===== src/pkg/via_pkg.sv =====
// Constants, types and state layout for the vector integer add unit
package via_pkg;

   // ***************************************************************
   // Widths
   // ***************************************************************
   localparam int unsigned DATA_W  = 64;  // Element width
   localparam int unsigned INSTR_W = 16;  // Instruction word width
   localparam int unsigned REG_W   = 3;   // Register designator width
   localparam int unsigned IDX_W   = 6;   // Element index width
   localparam int unsigned CNT_W   = 7;   // Element count width, 0..64

   // ***************************************************************
   // Instruction field positions
   // ***************************************************************
   localparam int unsigned OPC_MSB = 15;  // Opcode top bit
   localparam int unsigned OPC_LSB = 9;   // Opcode low bit
   localparam int unsigned DST_LSB = 6;   // Destination designator
   localparam int unsigned SRJ_LSB = 3;   // First operand designator
   localparam int unsigned SRK_LSB = 0;   // Second vector operand designator

   // ***************************************************************
   // Opcodes routed to this unit
   // ***************************************************************
   localparam logic [6:0] OPC_ADD_SV = 7'h6C;  // Scalar plus vector
   localparam logic [6:0] OPC_SUB_VV = 7'h6F;  // Vector minus vector

   // Operation kind, low two opcode bits
   typedef enum logic [1:0] {
      VIA_OP_ADD_SV = 2'b00,
      VIA_OP_ADD_VV = 2'b01,
      VIA_OP_SUB_SV = 2'b10,
      VIA_OP_SUB_VV = 2'b11
   } via_op_e;

   // Sequencer states
   typedef enum logic [0:0] {
      VIA_ST_IDLE = 1'b0,
      VIA_ST_RUN  = 1'b1
   } via_st_e;

   // Whole state of the unit
   typedef struct packed {
      via_st_e             st;       // Sequencer state
      via_op_e             op;       // Latched operation
      logic [REG_W-1:0]    dst;      // Destination vector
      logic [REG_W-1:0]    srj;      // First operand designator
      logic [REG_W-1:0]    srk;      // Second vector operand
      logic                j_zero;   // Designator j was zero
      logic [DATA_W-1:0]   scalar;   // Captured scalar operand
      logic [CNT_W-1:0]    count;    // Captured element count
      logic [IDX_W-1:0]    idx;      // Element being read
      logic                wr_en;    // Write strobe
      logic [REG_W-1:0]    wr_reg;   // Write register
      logic [IDX_W-1:0]    wr_idx;   // Write element index
      logic [DATA_W-1:0]   wr_data;  // Write data
      logic                done;     // Completion pulse
   } via_ctl_s;

   localparam via_ctl_s VIA_CTL_RST = '0;  // Reset value of whole state

endpackage


===== src/design/via_elem_alu.sv =====
// Per-element integer add and subtract datapath
`timescale 1ns/1ps
module via_elem_alu (
   // Operation select
   input  wire via_pkg::via_op_e         op_i,
   input  wire logic                     j_zero_i,
   // Operands
   input  wire logic [via_pkg::DATA_W-1:0] scalar_i,
   input  wire logic [via_pkg::DATA_W-1:0] vec_j_i,
   input  wire logic [via_pkg::DATA_W-1:0] vec_k_i,
   // Result
   output logic      [via_pkg::DATA_W-1:0] result_o
);

   logic [via_pkg::DATA_W-1:0] s_term;  // Scalar term after j check

   // ***************************************************************
   // Element arithmetic
   // ***************************************************************
   // Wraps mod 2^64; carries out of the top bit are simply lost
   always_comb begin
      s_term = j_zero_i ? '0 : scalar_i;
      case (op_i)
         via_pkg::VIA_OP_ADD_SV: result_o = s_term + vec_k_i;
         via_pkg::VIA_OP_ADD_VV: result_o = vec_j_i + vec_k_i;
         via_pkg::VIA_OP_SUB_SV: result_o = s_term - vec_k_i;
         default:                result_o = vec_j_i - vec_k_i;
      endcase
   end

endmodule


===== src/design/via_top.sv =====
// Vector integer add functional unit: sequencer, operand reads, writes
//
// What this block does
// - Scalar plus vector: add scalar to each element
// - Scalar designator zero: copy vector unchanged
// - Vector plus vector: add same-index elements
// - Scalar minus vector: scalar less each element
// - Scalar designator zero: write negated elements
// - Vector minus vector: first less second elementwise
// - Element operations equal count at issue
// - Only opcodes in add range run here
`timescale 1ns/1ps
module via_top (
   // Clock and reset
   input  wire logic                        ref_clk_i,
   input  wire logic                        reset_n_i,
   // Issue port
   input  wire logic                        issue_valid_i,
   input  wire logic [via_pkg::INSTR_W-1:0] issue_instr_i,
   input  wire logic [via_pkg::DATA_W-1:0]  scalar_operand_i,
   input  wire logic [via_pkg::CNT_W-1:0]   element_count_register_i,
   output logic                             issue_ready_o,
   output logic                             issue_accept_o,
   // Vector register file read
   output logic                             rd_en_o,
   output logic      [via_pkg::REG_W-1:0]   rd_first_vector_operand_o,
   output logic      [via_pkg::REG_W-1:0]   rd_second_vector_operand_o,
   output logic      [via_pkg::IDX_W-1:0]   rd_idx_o,
   input  wire logic [via_pkg::DATA_W-1:0]  rd_first_data_i,
   input  wire logic [via_pkg::DATA_W-1:0]  rd_second_data_i,
   // Vector register file write
   output logic                             wr_en_o,
   output logic      [via_pkg::REG_W-1:0]   wr_destination_vector_o,
   output logic      [via_pkg::IDX_W-1:0]   wr_idx_o,
   output logic      [via_pkg::DATA_W-1:0]  wr_data_o,
   // Status
   output logic                             busy_o,
   output logic                             done_o
);

   via_pkg::via_ctl_s             cur_ff;    // Registered state
   via_pkg::via_ctl_s             nxt_ctl;   // Next state
   logic [6:0]                    opcode;    // Opcode field
   logic                          in_range;  // Opcode belongs here
   logic                          take;      // Instruction taken
   logic                          last_el;   // Final element this cycle
   logic [via_pkg::DATA_W-1:0]    alu_res;   // Element result

   localparam int unsigned CNT_W = via_pkg::CNT_W;  // Local width alias

   // ***************************************************************
   // Decode
   // ***************************************************************
   // Field split of the instruction word
   assign opcode = issue_instr_i[via_pkg::OPC_MSB:via_pkg::OPC_LSB];
   // Other vector opcodes are never claimed, so no other unit sees a clash
   assign in_range = (opcode >= via_pkg::OPC_ADD_SV)
                   && (opcode <= via_pkg::OPC_SUB_VV);
   assign take     = issue_valid_i && issue_ready_o && in_range;
   // Count of done elements reaches the captured count
   assign last_el  = (CNT_W'({1'b0, cur_ff.idx}) + CNT_W'(1)) == cur_ff.count;

   // ***************************************************************
   // Handshake and read port, combinational from state and issue inputs
   // ***************************************************************
   assign issue_ready_o              = (cur_ff.st == via_pkg::VIA_ST_IDLE);
   assign issue_accept_o             = take;
   assign rd_en_o                    = (cur_ff.st == via_pkg::VIA_ST_RUN);
   assign rd_first_vector_operand_o  = cur_ff.srj;
   assign rd_second_vector_operand_o = cur_ff.srk;
   assign rd_idx_o                   = cur_ff.idx;
   assign busy_o                     = (cur_ff.st == via_pkg::VIA_ST_RUN);

   // Data outputs straight from flops
   assign wr_en_o                 = cur_ff.wr_en;
   assign wr_destination_vector_o = cur_ff.wr_reg;
   assign wr_idx_o                = cur_ff.wr_idx;
   assign wr_data_o               = cur_ff.wr_data;
   assign done_o                  = cur_ff.done;

   // ***************************************************************
   // Element datapath
   // ***************************************************************
   via_elem_alu u_alu (
      .op_i     (cur_ff.op),
      .j_zero_i (cur_ff.j_zero),
      .scalar_i (cur_ff.scalar),
      .vec_j_i  (rd_first_data_i),
      .vec_k_i  (rd_second_data_i),
      .result_o (alu_res)
   );

   // ***************************************************************
   // Sequencer next state
   // ***************************************************************
   always_comb begin
      nxt_ctl       = cur_ff;
      nxt_ctl.wr_en = 1'b0;   // Strobes last one cycle
      nxt_ctl.done  = 1'b0;
      case (cur_ff.st)
         via_pkg::VIA_ST_IDLE: begin
            if (take) begin
               // Capture everything at issue so later changes do not matter
               nxt_ctl.op     = via_pkg::via_op_e'(opcode[1:0]);
               nxt_ctl.dst    = issue_instr_i[via_pkg::DST_LSB +: via_pkg::REG_W];
               nxt_ctl.srj    = issue_instr_i[via_pkg::SRJ_LSB +: via_pkg::REG_W];
               nxt_ctl.srk    = issue_instr_i[via_pkg::SRK_LSB +: via_pkg::REG_W];
               nxt_ctl.j_zero = (issue_instr_i[via_pkg::SRJ_LSB +: via_pkg::REG_W]
                                 == 3'h0);
               nxt_ctl.scalar = scalar_operand_i;
               nxt_ctl.count  = element_count_register_i;
               nxt_ctl.idx    = '0;
               if (element_count_register_i == 7'h00) begin
                  // Zero length: nothing written, finish at once
                  nxt_ctl.done = 1'b1;
               end else begin
                  nxt_ctl.st = via_pkg::VIA_ST_RUN;
               end
            end
         end
         via_pkg::VIA_ST_RUN: begin
            // One element per cycle; indices past count never written
            nxt_ctl.wr_en   = 1'b1;
            nxt_ctl.wr_reg  = cur_ff.dst;
            nxt_ctl.wr_idx  = cur_ff.idx;
            nxt_ctl.wr_data = alu_res;
            if (last_el) begin
               nxt_ctl.st   = via_pkg::VIA_ST_IDLE;
               nxt_ctl.done = 1'b1;
            end else begin
               nxt_ctl.idx = cur_ff.idx + 6'h01;
            end
         end
         default: begin
            nxt_ctl = via_pkg::VIA_CTL_RST;
         end
      endcase
   end

   // ***************************************************************
   // State register
   // ***************************************************************
   always_ff @(posedge ref_clk_i) begin
      if (!reset_n_i) begin
         cur_ff <= via_pkg::VIA_CTL_RST;
      end else begin
         cur_ff <= nxt_ctl;
      end
   end

   logic [7:0] wr_seen_ff;  // Writes since the last issue
   always_ff @(posedge ref_clk_i) begin
      if (!reset_n_i) begin
         wr_seen_ff <= 8'h00;
      end else if (take) begin
         wr_seen_ff <= 8'h00;
      end else if (wr_en_o) begin
         wr_seen_ff <= wr_seen_ff + 8'h01;
      end
   end
endmodule


===== config.mk =====
export PLATFORM = sky130hd
export DESIGN_NAME = via_top
export DESIGN_NICKNAME = d
export VERILOG_FILES = /design/src/pkg/via_pkg.sv /design/src/design/via_elem_alu.sv /design/src/design/via_top.sv
export SDC_FILE = /design/constraint.sdc
export NUM_CORES = 1
export LEC_CHECK = 0
export ABC_CLOCK_PERIOD_IN_PS = 7200
export BUFFER_PORTS_ARGS = -buffer_cell sky130_fd_sc_hd__buf_2
export CAP_MARGIN = 20
export CORE_MARGIN = 4
export CORE_UTILIZATION = 35
export DETAILED_ROUTE_END_ITERATION = 8
export PLACE_DENSITY_LB_ADDON = 0.12
export SETUP_SLACK_MARGIN = 0.05
export SLEW_MARGIN = 20
export SYNTH_ARGS = -nofsm -noshare
export SYNTH_HDL_FRONTEND = slang
export SYNTH_HIERARCHICAL = 1
export SYNTH_SLANG_ARGS = --single-unit

===== constraint.sdc =====
create_clock -name ref_clk_i -period 7.2 [get_ports ref_clk_i]
set_clock_uncertainty 0.15 [all_clocks]
set_input_delay 0.72 -clock ref_clk_i [delete_from_list [all_inputs] [get_ports ref_clk_i]]
set_output_delay 0.72 -clock ref_clk_i [all_outputs]
set_load 0.05 [all_outputs]

==> flow_metrics.py <==
metrics = {
    "critical_path": {
        "start_kind": "input pin",
        "worstPathArrival_ns": 6.88,
        "path_depth": 24,
        "crit_path_end_kind": "flip-flop",
        "cp.required_ns": 7.44,
        "cp_num_buf_inv": 2,
        "cp_cell_sequence": "buf_2 -> inv_1 -> ha_1 -> or3b_1 -> or2_1 -> or4_1 -> or2_2 -> nor3_1 -> nor3b_1 -> nor2_1 -> xor2_1 -> ha_1 -> nand2_1 -> o21ai_0 -> a21oi_1 -> or4b_2 -> a31oi_1 -> o21ai_0 -> nand3_1 -> nand4_1 -> a41oi_1 -> nand3_1 -> mux2i_1 -> nor2b_1",
        "path_class": "input pin to flip-flop",
        "critical_path.max_stage_delay_ns": 0.63,
        "crit_slowest_cell": "or4b_2",
        "crit_fanout": 6,
        "reg2reg_depth": 16,
        "cp_top_family": "simple AND/OR/NAND/NOR gates",
    },
    "worst_hold_path": {
        "hold_class": "input pin to flip-flop",
        "hold_depth": 3,
    },
    "route": {
        "ant_nets": 0,
        "routed_wl_mm": 66.73,
        "via_count": 17580,
        "wl_per_cell_um": 20.33,
        "firstDrtPassIters": 6,
        "vias_per_cell": 5.357,
        "drt_first_iter_violations": 1328,
        "drc": 0,
    },
    "synthesis": {
        "synth_top_area_share_pct": 18.59,
        "syn_area_per_cell_um2": 7.289,
        "synth_area_leaders": "dfxtp_1 19%, ha_1 9.3%, nand2_1 7.7%",
        "synth_seq_area_share_pct": 18.59,
        "synthDistinctLibCells": 76,
        "synth-edff-count": 0,
        "synth_seq_cells": 165,
        "syn_nets": 2790,
        "synthFlopType": "dfxtp_1",
        "syn_inst": 2438,
        "synth.largest_area_cell": "dfxtp_1",
        "yosysWarnings": 6,
        "syn_area_mm2": 0.01777,
        "ys_async_sr_fraction_pct": 0,
    },
    "floorplanning": {
        "die_x_um": 233.3,
        "ios": 309,
        "dieArea_mm2": 0.05444,
        "start_util_pct": 35.42,
        "fp.coreArea_mm2": 0.05017,
        "row_count": 82,
        "die_h_um": 233.3,
    },
    "sta": {
        "setup_viol": 0,
        "timing.final.crit_share_pct": 92.23,
        "finalSetupTns_ns": 0,
        "tightest_slew_ns": 1.051,
        "slew_headroom_pct": 29.01,
        "slew_violations": 0,
        "finalCriticalPeriod_ns": 6.640,
        "grt_setup_unrepaired": "false",
        "fmax_mhz": 150.6,
        "hold_violations": 0,
    },
    "outcome": {
        "status": "finished, final reports clean",
    },
    "placement": {
        "place.gp.congestion": 0.9272,
        "hpwlAfterDp_mm": 53.43,
        "io_buffer_count": 308,
    },
    "job": {
        "drv_cap": 0,
    },
    "clocking": {
        "tritoncts": "built",
        "cts_sinks": 165,
        "worstSkewPairLatency_ns": 0.50,
        "postCtsSetupBuffers": 0,
        "numCtsBuffers": 17,
        "cts_root_buffer": "clkbuf_16",
        "cts_buffer_depth": 2,
        "cts.clk_slew.worst_paths_ns": 0.08,
        "htreeDepth": 4,
        "ctsResizeCount": 0,
        "postCtsHoldBufs": 0,
    },
    "cells_and_area": {
        "area_growth_syn_to_layout_pct": 12.16,
        "num-fill-cells": 5375,
        "fin_util_pct": 39.73,
        "drive_gt1_share_pct": 15.66,
        "layout.nets": 2945,
    },
    "power_and_ir_drop": {
        "power_density_mw_per_mm2": 135.7,
        "ir_worst_vdd_uv": 180.3,
        "leakage_nw": 8.653,
    },
    "global_routing": {
        "grt.overflow.total": 0,
        "grt_start_max_net_pins": 89,
        "grt_pass1_vias": 17130,
        "antenna_found_initial": 9,
        "grt_first_pass_wirelength_mm": 100.7,
        "grt.total_usage_pct": 24.03,
    },
}
## per-stage QoR
stage | power, W | cell area [um^2] | std cells | setup WS, ns | hold WS (ns)
after floorplan | 0.001470 | 17770 | 2438 | 1.148 | 0.2889
after global placement | 0.001732 | 19300 | 3246 | 0.2842 | 0.2993
after detailed placement | 0.001730 | 19300 | 3246 | 0.2142 | 0.3063
after CTS | 0.002740 | 19920 | 3278 | 0.7533 | 0.2592
after global routing | 0.002848 | 19920 | 3278 | 0.2395 | 0.2946
final | 0.002705 | 19930 | 3282 | 0.5597 | 0.3064
## tightest hold or removal path, delay by kind of cell
kind / cells / cell delay, ns
AND/OR/NAND/NOR: 1 / 0.04
buffers and inverters: 1 / 0.10
AO/OA/AOI/OAI: 1 / 0.06
## report_power, final
| group | switching, W | internal [W] | total [W] | leakage, nW |
|---|---|---|---|---|
| clock network | 0.000512 | 0.000473 | 0.000985 | 0.295 |
| registers | 0.00000661 | 0.000918 | 0.000924 | 1.33 |
| logic | 0.000483 | 0.000313 | 0.000796 | 7.03 |
| total | 0.00100 | 0.00170 | 0.00271 | 8.65 |
## per-layer routing
layer  global-route usage (%)  share of wire (%)  vias up
met1                    32.74                 47     8304
met4                    5.790                1.7       10
met5                        0               0.10        -
met2                    38.87                 45      473
met3                    5.012                6.0       72
li1                         -                  -     8724
## state kept, by name (all words and copies together) (netlist names)
| register | flops |
|---|---|
| busy_o | 1 |
| cur_ff | 77 |
| done_o | 1 |
| rd_first_vector_operand_o | 3 |
| rd_idx_o | 6 |
| rd_second_vector_operand_o | 3 |
| wr_data_o | 64 |
| wr_destination_vector_o | 3 |
| wr_en_o | 1 |
| wr_idx_o | 6 |
## cell usage in the layout (no fill, tap or decap), types with 6 or more instances in the layout
| cell type | netlist | layout |
|---|---|---|
| a211oi_1 | 17 | 17 |
| a21boi_0 | 87 | 87 |
| a21o_1 | 67 | 67 |
| a21oi_1 | 193 | 193 |
| a31oi_1 | 18 | 18 |
| a41oi_1 | 6 | 6 |
| and2_1 | 10 | 10 |
| and3_1 | 12 | 12 |
| buf_2 | 2 | 307 |
| buf_4 | 87 | 30 |
| clkbuf_16 | 0 | 17 |
| clkinv_8 | 0 | 7 |
| dfxtp_1 | 165 | 162 |
| ha_1 | 132 | 132 |
| inv_1 | 52 | 51 |
| mux2_2 | 6 | 6 |
| mux2i_1 | 89 | 89 |
| nand2_1 | 365 | 365 |
| nand2b_1 | 18 | 18 |
| nand3_1 | 29 | 29 |
| nand4_1 | 35 | 35 |
| nor2_1 | 177 | 175 |
| nor2b_1 | 148 | 148 |
| nor3_1 | 44 | 44 |
| nor4_1 | 12 | 12 |
| o211ai_1 | 10 | 10 |
| o21a_1 | 16 | 16 |
| o21ai_0 | 124 | 124 |
| o21bai_1 | 38 | 38 |
| o31ai_1 | 7 | 7 |
| or2_2 | 9 | 9 |
| or3_1 | 27 | 26 |
| xnor2_1 | 133 | 133 |
| xor2_1 | 111 | 111 |
## final timing paths
kind,start,end,slack [ns]
max,rd_second_data_i[0],wr_data_o[63]$_SDFFE_PN0P_,0.56
min,issue_instr_i[9],cur_ff[162]$_SDFFE_PN0P_,0.31
max reg2reg,cur_ff[162]$_SDFFE_PN0P_,wr_data_o[63]$_SDFFE_PN0P_,1.18
min reg2reg,cur_ff[111]$_SDFFE_PN0P_,cur_ff[111]$_SDFFE_PN0P_,0.31
## final cells by class
type,count,area (um^2),share of cell area (%)
well taps,672,840.8,4.218
multi-input cells,2020,13190,66.18
clock buffers,17,425.4,2.134
inverters,52,195.2,0.9793
repair buffers,337,1762,8.839
diodes,4,10.01,0.05022
clock inverters,15,195.2,0.9793
flip-flops and latches,165,3312,16.62
## cells by family after synthesis
kind of cell / count (synthesis) / share of synthesized area (%)
simple gates: 917 / 24.71
compound gates: 630 / 22.52
buf+inv: 253 / 7.238
xor+xnor: 244 / 12.03
flops: 165 / 18.59
fa+ha+maj: 134 / 9.519
mux: 95 / 5.393
## synth_stat cells, types with 7 or more instances
master	count
nand3_1	29
mux2i_1	89
or3_1	27
and3_1	12
o21bai_1	38
inv_1	52
xnor2_1	133
a211oi_1	17
nor2_1	177
o21ai_0	124
o31ai_1	7
a21boi_0	87
and2_1	10
xor2_1	111
or2_2	9
clkbuf_1	99
buf_4	87
a21o_1	67
dfxtp_1	165
nor2b_1	148
ha_1	132
nor4_1	12
buf_1	12
o21a_1	16
a31oi_1	18
a21oi_1	193
nor3_1	44
o211ai_1	10
nand4_1	35
nand2b_1	18
nand2_1	365
(Power assumes the default switching activity.)
